File: config.mk
export PLATFORM = sky130hd
export DESIGN_NAME = peripheral_irq_flag_enable_bank
export DESIGN_NICKNAME = d
export VERILOG_FILES = /design/src/pirq_pkg.sv /design/src/peripheral_irq_flag_enable_bank.sv
export VERILOG_INCLUDE_DIRS = /design/src
export SDC_FILE = /design/constraint.sdc
export NUM_CORES = 1
export LEC_CHECK = 0
export ABC_AREA = 1
export BUFFER_PORTS_ARGS = -buffer_cell sky130_fd_sc_hd__buf_2
export CORE_ASPECT_RATIO = 0.5
export CORE_MARGIN = 2
export CORE_UTILIZATION = 52
export DETAILED_ROUTE_END_ITERATION = 10
export PLACE_DENSITY_LB_ADDON = 0.25
export SLEW_MARGIN = 30
export SYNTH_ARGS = -nofsm -noshare
export SYNTH_HDL_FRONTEND = slang
export SYNTH_SLANG_ARGS = --single-unit
export TNS_END_PERCENT = 50
File: constraint.sdc
create_clock -name clk -period 1.9 [get_ports clk]
set_input_delay 0.38 -clock clk [delete_from_list [all_inputs] [get_ports clk]]
set_output_delay 0.38 -clock clk [all_outputs]
set_load 0.02 [all_outputs]
File: src/pirq_defines.svh
// Offsets, field positions, reset values and widths of the peripheral flag/enable bank
`ifndef PIRQ_DEFINES_SVH
`define PIRQ_DEFINES_SVH

// ----------------------------------------------------------------------------
// Register indices and byte addresses
// ----------------------------------------------------------------------------
`define PIRQ_IDX_ENABLE_1   12'hf9d
`define PIRQ_IDX_ENABLE_2   12'hfa0
`define PIRQ_IDX_FLAG_2     12'hfa1
`define PIRQ_IDX_ENABLE_3   12'hfa3
`define PIRQ_IDX_FLAG_3     12'hfa4
`define PIRQ_ADDR_W         14
`define PIRQ_ADDR_ENABLE_1  14'h3e74
`define PIRQ_ADDR_ENABLE_2  14'h3e80
`define PIRQ_ADDR_FLAG_2    14'h3e84
`define PIRQ_ADDR_ENABLE_3  14'h3e8c
`define PIRQ_ADDR_FLAG_3    14'h3e90

// ----------------------------------------------------------------------------
// Widths and reset values
// ----------------------------------------------------------------------------
`define PIRQ_REG_W          8
`define PIRQ_RESET_ENABLE   8'h00
`define PIRQ_RESET_FLAG     8'h00

// ----------------------------------------------------------------------------
// Field positions
// ----------------------------------------------------------------------------
`define F2_OSC_FAIL         7
`define F2_COMPARATOR_B     6
`define F2_COMPARATOR_A     5
`define F2_USB              4
`define F2_COLLISION_A      3
`define F2_VOLTAGE          2
`define F2_TIMER_C_OVF      1
`define F2_CAPCMP_B         0
`define F3_SYNC_SERIAL_B    7
`define F3_COLLISION_B      6
`define F3_UART_B_RX        5
`define F3_UART_B_TX        4
`define F3_TIMER_D_MATCH    3
`define F3_CHARGE_TIME      2
`define F3_TIMER_C_GATE     1
`define F3_RTC              0
`define F1_PARALLEL_PORT    7
`define F3_SW_MASK          8'hcf

`endif

File: src/pirq_pkg.sv
// Types shared by the peripheral flag/enable bank
package pirq_pkg;

  typedef enum logic [1:0]
  {
    BUS_IDLE = 2'b01,
    BUS_ACK  = 2'b10
  } bus_state_e;

  typedef enum logic [2:0]
  {
    CAPCMP_CAPTURE = 3'b001,
    CAPCMP_COMPARE = 3'b010,
    CAPCMP_PWM     = 3'b100
  } capcmp_mode_e;

endpackage

File: src/peripheral_irq_flag_enable_bank.sv
// Peripheral interrupt flag and enable bank with an Avalon-MM register slave
//
// Decided for this implementation: the Avalon-MM interface to the registers.
`timescale 1ns/1ps
`include "pirq_defines.svh"
`default_nettype none

module peripheral_irq_flag_enable_bank
(
  // Clock and reset
  input  wire logic                     clk,
  input  wire logic                     rstn,
  // Avalon-MM slave
  input  wire logic [`PIRQ_ADDR_W-1:0]  address,
  input  wire logic                     read,
  input  wire logic                     write,
  input  wire logic [31:0]              writedata,
  input  wire logic [3:0]               byteenable,
  output logic      [31:0]              readdata,
  output logic                          waitrequest,
  // Peripheral event pulses
  input  wire logic                     osc_fail_event,
  input  wire logic                     comparator_b_event,
  input  wire logic                     comparator_a_event,
  input  wire logic                     usb_request_event,
  input  wire logic                     collision_a_event,
  input  wire logic                     voltage_detect_event,
  input  wire logic                     timer_c_overflow_event,
  input  wire logic                     capcmp_b_capture_event,
  input  wire logic                     capcmp_b_compare_event,
  input  wire pirq_pkg::capcmp_mode_e   capcmp_b_mode,
  input  wire logic                     sync_serial_b_done_event,
  input  wire logic                     collision_b_event,
  input  wire logic                     timer_d_match_event,
  input  wire logic                     charge_time_event,
  input  wire logic                     timer_c_gate_event,
  input  wire logic                     rtc_event,
  // UART buffer levels
  input  wire logic                     uart_b_rx_buffer_full,
  input  wire logic                     uart_b_tx_buffer_empty,
  // First flag register, held elsewhere
  input  wire logic [7:0]               flag_bank_1,
  // Core enables and package strap
  input  wire logic                     global_enable,
  input  wire logic                     peripheral_global_enable,
  input  wire logic                     priority_mode_enable,
  input  wire logic                     small_package_strap,
  // Requests to the core
  output logic                          periph_pending,
  output logic                          core_request
);

  // --------------------------------------------------------------------------
  // State
  // --------------------------------------------------------------------------
  pirq_pkg::bus_state_e   state;
  pirq_pkg::bus_state_e   next_state;
  logic [7:0]             enable_1;
  logic [7:0]             enable_2;
  logic [7:0]             enable_3;
  logic [7:0]             flag_2;
  logic [7:0]             flag_3;
  logic                   strap_meta;
  logic                   strap_sync;
  logic                   strap_taken;
  logic                   small_pkg;

  // --------------------------------------------------------------------------
  // Bus decode
  // --------------------------------------------------------------------------
  wire logic       req;
  wire logic       accept;
  wire logic       wr_lane;
  wire logic       hit_en1;
  wire logic       hit_en2;
  wire logic       hit_fl2;
  wire logic       hit_en3;
  wire logic       hit_fl3;
  wire logic [7:0] wdata;
  wire logic [7:0] read_mux;

  assign req      = read | write;
  assign accept   = (state == pirq_pkg::BUS_ACK);
  assign wr_lane  = accept & write & byteenable[0];
  assign wdata    = writedata[7:0];
  assign hit_en1  = (address == `PIRQ_ADDR_ENABLE_1);
  assign hit_en2  = (address == `PIRQ_ADDR_ENABLE_2);
  assign hit_fl2  = (address == `PIRQ_ADDR_FLAG_2);
  assign hit_en3  = (address == `PIRQ_ADDR_ENABLE_3);
  assign hit_fl3  = (address == `PIRQ_ADDR_FLAG_3);

  // Unmapped addresses read zero
  assign read_mux = hit_en1 ? enable_1 :
                    hit_en2 ? enable_2 :
                    hit_fl2 ? flag_2   :
                    hit_en3 ? enable_3 :
                    hit_fl3 ? flag_3   : 8'h00;

  // --------------------------------------------------------------------------
  // Bus handshake: one wait cycle, then one accept cycle
  // --------------------------------------------------------------------------
  always_comb
  begin
    case (state)
      pirq_pkg::BUS_IDLE: next_state = req ? pirq_pkg::BUS_ACK : pirq_pkg::BUS_IDLE;
      pirq_pkg::BUS_ACK:  next_state = pirq_pkg::BUS_IDLE;
      default:            next_state = pirq_pkg::BUS_IDLE;
    endcase
  end

  always_ff @(posedge clk or negedge rstn)
  begin
    if (!rstn)
    begin
      state       <= pirq_pkg::BUS_IDLE;
      waitrequest <= 1'b1;
      readdata    <= 32'h0000_0000;
    end
    else
    begin
      state       <= next_state;
      waitrequest <= (next_state != pirq_pkg::BUS_ACK);
      readdata    <= {24'h00_0000, read_mux};
    end
  end

  // --------------------------------------------------------------------------
  // Package strap: synchroniser runs through reset, value caught once after it
  // --------------------------------------------------------------------------
  always_ff @(posedge clk)
  begin
    strap_meta <= small_package_strap;
    strap_sync <= strap_meta;
  end

  always_ff @(posedge clk or negedge rstn)
  begin
    if (!rstn)
    begin
      strap_taken <= 1'b0;
      small_pkg   <= 1'b0;
    end
    else
    begin
      strap_taken <= 1'b1;
      if (strap_taken == 1'b0)
        small_pkg <= strap_sync;
    end
  end

  // --------------------------------------------------------------------------
  // Enables
  // --------------------------------------------------------------------------
  wire logic [7:0] en1_mask;

  assign en1_mask = small_pkg ? 8'h7f : 8'hff;

  always_ff @(posedge clk or negedge rstn)
  begin
    if (!rstn)
    begin
      enable_1 <= `PIRQ_RESET_ENABLE;
      enable_2 <= `PIRQ_RESET_ENABLE;
      enable_3 <= `PIRQ_RESET_ENABLE;
    end
    else
    begin
      if (wr_lane & hit_en1)
        enable_1 <= wdata & en1_mask;
      else
        enable_1 <= enable_1 & en1_mask;
      if (wr_lane & hit_en2)
        enable_2 <= wdata;
      if (wr_lane & hit_en3)
        enable_3 <= wdata;
    end
  end

  // --------------------------------------------------------------------------
  // Flag events; set wins over a software clear
  // --------------------------------------------------------------------------
  wire logic       capcmp_hit;
  wire logic [7:0] ev2;
  wire logic [7:0] ev3;
  wire logic [7:0] next_flag_2;
  wire logic [7:0] next_flag_3;
  wire logic [7:0] hw_flag_3;

  assign capcmp_hit =
    ((capcmp_b_mode == pirq_pkg::CAPCMP_CAPTURE) & capcmp_b_capture_event) |
    ((capcmp_b_mode == pirq_pkg::CAPCMP_COMPARE) & capcmp_b_compare_event);

  assign ev2[`F2_OSC_FAIL]     = osc_fail_event;
  assign ev2[`F2_COMPARATOR_B] = comparator_b_event;
  assign ev2[`F2_COMPARATOR_A] = comparator_a_event;
  assign ev2[`F2_USB]          = usb_request_event;
  assign ev2[`F2_COLLISION_A]  = collision_a_event;
  assign ev2[`F2_VOLTAGE]      = voltage_detect_event;
  assign ev2[`F2_TIMER_C_OVF]  = timer_c_overflow_event;
  assign ev2[`F2_CAPCMP_B]     = capcmp_hit;

  assign ev3[`F3_SYNC_SERIAL_B] = sync_serial_b_done_event;
  assign ev3[`F3_COLLISION_B]   = collision_b_event;
  assign ev3[`F3_UART_B_RX]     = 1'b0;
  assign ev3[`F3_UART_B_TX]     = 1'b0;
  assign ev3[`F3_TIMER_D_MATCH] = timer_d_match_event;
  assign ev3[`F3_CHARGE_TIME]   = charge_time_event;
  assign ev3[`F3_TIMER_C_GATE]  = timer_c_gate_event;
  assign ev3[`F3_RTC]           = rtc_event;

  // Events set regardless of enables
  assign next_flag_2 = ev2 | ((wr_lane & hit_fl2) ? wdata : flag_2);
  assign hw_flag_3   = {2'b00, uart_b_rx_buffer_full, uart_b_tx_buffer_empty, 4'h0};
  assign next_flag_3 = ((ev3 | ((wr_lane & hit_fl3) ? wdata : flag_3)) & `F3_SW_MASK)
                       | hw_flag_3;

  always_ff @(posedge clk or negedge rstn)
  begin
    if (!rstn)
    begin
      flag_2 <= `PIRQ_RESET_FLAG;
      flag_3 <= `PIRQ_RESET_FLAG;
    end
    else
    begin
      flag_2 <= next_flag_2;
      flag_3 <= next_flag_3;
    end
  end

  // --------------------------------------------------------------------------
  // Request to the core
  // --------------------------------------------------------------------------
  wire logic [7:0] flag_1_eff;
  wire logic       any_req;
  wire logic       gate_ok;

  assign flag_1_eff = flag_bank_1 & en1_mask;
  // second and first timer flags arrive in the first flag bank
  assign any_req    = |(flag_1_eff & enable_1) | |(flag_2 & enable_2) |
                      |(flag_3 & enable_3);
  assign gate_ok    = global_enable & (priority_mode_enable | peripheral_global_enable);

  always_ff @(posedge clk or negedge rstn)
  begin
    if (!rstn)
    begin
      periph_pending <= 1'b0;
      core_request   <= 1'b0;
    end
    else
    begin
      periph_pending <= any_req;
      core_request   <= any_req & gate_ok;
    end
  end
endmodule // peripheral_irq_flag_enable_bank

`default_nettype wire

Word level (Yosys, flattened, before mapping)
Index checks and enable logic that the tools add are counted.

Flip-flop bits (word level): 57. Output and inout bits: 35.

Equality and inequality tests: 10. Muxes and demuxes: 11. Bitwise gates (word level): 25. Reduce and logical (&&, ||, !) cells: 3.

Operator list (number): two-way mux 8 bit (9); == test 14 bit (second input constant) (5); bitwise AND 8 bit (6); OR reduction 8 bit (3); bitwise OR 8 bit (2); bitwise AND 1 bit (11); bitwise OR 8 x 6 -> 8 bit (1); bitwise OR 1 bit (5); two-way mux 2 bit (2); == test 3 x 1 -> 1 bit (second input constant) (1); == test 3 x 2 -> 1 bit (second input constant) (1); == test 2 x 1 -> 1 bit (second input constant) (1); == test 2 bit (second input constant) (1); inequality test 2 bit (second input constant) (1).

Logic depth before layout (Yosys ltp)
Depth after elaboration: 7. Gate-level depth with buffers: 12. Gate-level depth less buffers: 10.

Worst setup path after synthesis
No wires, ideal clock.

Path type: input to register. Start point: in address[9]. End point: reg flag_3[1]. Library setup time: 0.124 ns. Arrival: 1.282 ns. Data required time: 1.776 ns. Slack: 0.494 ns. Cell stages on the path: 9. Buffers on the path: 2. Path through: inv_1 nor2_2 inv_1 nor2_4 buf_4 nand3_2 buf_2 a21oi_1 o21ai_1.

Cells in the longest elaborated chain, start to end: 5.

RTL lines: start, declared (RTL line peripheral_irq_flag_enable_bank.sv:14) `` input wire logic [`PIRQ_ADDR_W-1:0] address, ``; == test 14 bit (no line); bitwise AND 1 bit (RTL line peripheral_irq_flag_enable_bank.sv:214) `` assign next_flag_3 = ((ev3 | ((wr_lane & hit_fl3) ? wdata : flag_3)) & `F3_SW_MASK) ``; two-way mux 8 bit (RTL line peripheral_irq_flag_enable_bank.sv:214); bitwise OR 8 bit (RTL line peripheral_irq_flag_enable_bank.sv:214); bitwise OR 8 x 6 -> 8 bit (RTL line peripheral_irq_flag_enable_bank.sv:214); net next_flag_3[1] (RTL line peripheral_irq_flag_enable_bank.sv:186) `wire logic [7:0] next_flag_3;`; end signal, assigned (RTL line peripheral_irq_flag_enable_bank.sv:222) `` flag_3 <= `PIRQ_RESET_FLAG; ``; end signal, assigned (RTL line peripheral_irq_flag_enable_bank.sv:227) `flag_3 <= next_flag_3;`; end, declared (RTL line peripheral_irq_flag_enable_bank.sv:62) `logic [7:0] flag_3;`.

The timed path passes the listed nets, and every way through them passes these cells. A chain may end at the register's enable or synchronous reset.

Final worst setup path
Start point: reg state[0]. End point: reg flag_3[0].

Cells in the longest elaborated chain, start to end: 7.

RTL lines: start, declared (RTL line peripheral_irq_flag_enable_bank.sv:56) `pirq_pkg::bus_state_e state;`; start signal, assigned (RTL line peripheral_irq_flag_enable_bank.sv:115) `state <= pirq_pkg::BUS_IDLE;`; start signal, assigned (RTL line peripheral_irq_flag_enable_bank.sv:121) `state <= next_state;`; == test 2 bit (RTL line peripheral_irq_flag_enable_bank.sv:83) `assign accept = (state == pirq_pkg::BUS_ACK);`; bitwise AND 1 bit (2 in a row) (RTL line peripheral_irq_flag_enable_bank.sv:84) `assign wr_lane = accept & write & byteenable[0];`; bitwise AND 1 bit (RTL line peripheral_irq_flag_enable_bank.sv:214); two-way mux 8 bit (RTL line peripheral_irq_flag_enable_bank.sv:214); bitwise OR 8 bit (RTL line peripheral_irq_flag_enable_bank.sv:214); bitwise OR 8 x 6 -> 8 bit (RTL line peripheral_irq_flag_enable_bank.sv:214); net next_flag_3[0] (RTL line peripheral_irq_flag_enable_bank.sv:186).

The timed path passes the listed nets, and every way through them passes these cells.

==> flow_metrics.tcl <==
set metrics [dict create \
    area_growth_pct 17.33 \
    syn_avg_cell_area_um2 7.944 \
    cts_made_buffers 5 \
    leakage_nw 1.920 \
    nets 540 \
    period_minus_slack_ns 1.475 \
    grt_pass1_wl_mm 11.37 \
    dpl.hpwl_mm 5.153 \
    drv_cap 0 \
    totalWireLength_mm 6.693 \
    cts_max_level 2 \
    tns_ns 0 \
    p_int_w 0.001800 \
    finalCritPeriodShare_pct 77.62 \
    synth_area_um2 3003 \
    antenna_found_initial 0 \
    cts_max_path_buffers 2 \
    yosysSeqAreaShare_pct 46.38 \
    reg2reg_depth 7 \
    grt_usage_pct 22.60 \
    p_per_area_nw_per_um2 680.7 \
    worst_ir_drop_vdd_v 0.0004772 \
    whs_ns 0.07359 \
    grt_max_degree 27 \
    cts_sinks 56 \
    final_common_cell "nand2_1" \
    crit_type "reg -> reg" \
    netlist_instances 378 \
    place_area_um2 3371 \
    relSlewSlack_pct 63.29 \
    design_area_um2 3523 \
    setup_violations 0 \
    r2r_end "flag_3[0]" \
    required_ns 2.07 \
    status "complete, no violations" \
    drive_above_1_share_pct 23.74 \
    r2r_start "state[0]" \
    drc 0 \
    die-height_um 57.74 \
    drt_iter0_markers 145 \
    core_um2 5515 \
    final_cell_mix "nand2_1 (119), buf_2 (69), dfrtp_1 (53), inv_1 (43), o21ai_1 (31)" \
    overflow 0 \
    synth.distinct_cells 29 \
    viasPerCell 4.902 \
    hold_path_class "in -> async" \
    clkTransAtPathRegs_ns 0.07 \
    pwr-share-clk_pct 38.8 \
    rrSetupSlack_ns 0.43 \
    grt_pass1_vias 2341 \
    cts-hold-fix-buffers 0 \
    post-cts-setup-buffers 0 \
    cp-end-kind "flip-flop" \
    path_max_fanout 12 \
    cts_root_buf "clkbuf_16" \
    tightest_slew_ns 0.5506 \
    wire_per_inst_um 12.68 \
    hold_viol 0 \
    rows 19 \
    vias 2588 \
    start_util_pct 54.45 \
    numPortBuffers 69 \
    clk_latency_ns 0.29 \
    combPwrFrac_pct 9.7 \
    cp-start-kind "flip-flop" \
    gp_congestion 0.8741 \
    swShare_pct 24.96 \
    rsz0062_at_grt "false" \
    max_freq_mhz 678.1 \
    dieArea_um2 6436 \
    n_antenna_cell 0 \
    ctsResizeCount 0 \
    ant_nets 0 \
    io_pins 121 \
    crit_arrival_ns 1.65 \
    tritoncts "built" \
    power.switching_w 0.0005987 \
    ys_ff_latch 56 \
    dieWidth_um 111.5 \
    slew_viol_final 0 \
    drt-pass1-iter-count 4 \
    clock_skew_ns 0.009118 \
    yosysWarnings 0 \
    seqPwrFrac_pct 51.5 \
]
==> synth_stat cells <==
library cell	n	area (um2)
nand2_1	119	446.7
dfrtp_1	53	1326
inv_1	43	161.4
o21ai_1	31	155.2
buf_4	26	195.2
nand3_1	20	100.1
nor2_1	11	41.29
a21oi_1	9	45.04
nand3b_1	8	60.06
o211ai_1	8	60.06
o21ai_0	8	40.04
buf_2	5	25.02
nor2_4	5	56.30
nand3_2	4	40.04
a22o_1	3	26.28
inv_2	3	11.26
nand4_1	3	18.77
nor2_2	3	18.77
buf_6	2	22.52
conb_1	2	7.510
dfxtp_1	2	40.04
nand2_2	2	12.51
nor3_1	2	10.01
a211o_1	1	8.760
and2_1	1	6.260
dfstp_2	1	26.28
nand2_4	1	11.26
nand3_4	1	17.52
nand4_2	1	12.51
==> final cells by class <==
type | instances | area (um2)
fillers | 511 | 1992
well taps | 73 | 91.34
clock inverters | 3 | 27.53
repair buffers | 79 | 432.9
flip-flops and latches | 56 | 1393
multi-input cells | 266 | 1281
clock buffers | 5 | 125.1
inverters | 46 | 172.7
==> registers in the layout, indices dropped and copies added, names as in the netlist <==
| register | cells |
|---|---|
| periph_pending | 1 |
| enable_1 | 8 |
| readdata | 8 |
| strap_meta | 1 |
| strap_taken | 1 |
| flag_2 | 8 |
| flag_3 | 8 |
| enable_2 | 8 |
| enable_3 | 8 |
| small_pkg | 1 |
| core_request | 1 |
| state | 2 |
| strap_sync | 1 |
==> worst max-delay path by stage <==
stage / start / end / slack [ns] / cells after the start
2_1_floorplan: address[9] / flag_3[1] / 0.49 / 9
3_3_place_gp: address[8] / enable_1[6] / 0.24 / 8
3_5_place_dp: address[8] / enable_1[6] / 0.24 / 8
4_1_cts: state[0] / enable_1[3] / 0.42 / 7
5_1_grt: state[0] / flag_3[0] / 0.25 / 7
6_report: state[0] / flag_3[0] / 0.43 / 7
==> kinds of logic (layout without fill, tap and decap cells) <==
family	count (synthesis)	in the layout	share of synthesized area, %
AOI/OAI and AO/OA	60	60	11.17
and+or+nand+nor	181	181	28.38
DFF	56	56	46.38
buffers and inverters	79	133	13.83
other	2	25	0.2501
==> power by group through the flow <==
stage	Clock (W)	Sequential [W]	Combinational, W
after floorplan	0	0.00127	0.000142
after global placement	0	0.00126	0.000233
after detailed placement	0	0.00126	0.000235
after CTS	0.000952	0.00123	0.000236
after global routing	0.00101	0.00124	0.000259
final	0.000931	0.00123	0.000233
==> layer usage <==
metal | track usage [%] | part of all wire, % | routed length (um) | up-vias
li1 | - | - | - | 1310
met1 | 32.99 | 46 | 3078 | 1154
met2 | 34.93 | 44 | 2943 | 112
met3 | 4.289 | 8.1 | 541 | 12
met4 | 7.055 | 1.9 | 129 | 0
met5 | 0 | 0 | 0 | -
==> worst max-delay path: stages (launching register included) <==
cell     delay [ns]
dfstp_2        0.37
inv_1          0.06
nand2_1        0.06
nor2_2         0.16
buf_4          0.17
nand3_2        0.24
a21oi_1        0.22
o21ai_1        0.08
==> stage by stage <==
stage,power [W],utilization [%],std cells,setup slack (ns)
after global placement,0.001489,61.12,520,0.2360
after global routing,0.002501,63.88,528,0.2464
after detailed placement,0.001494,61.12,520,0.2380
after floorplan,0.001411,-,401,0.4944
after CTS,0.002422,63.88,528,0.4161
final,0.002398,63.88,528,0.4253
Note: power is estimated with default switching activity, not from simulation.
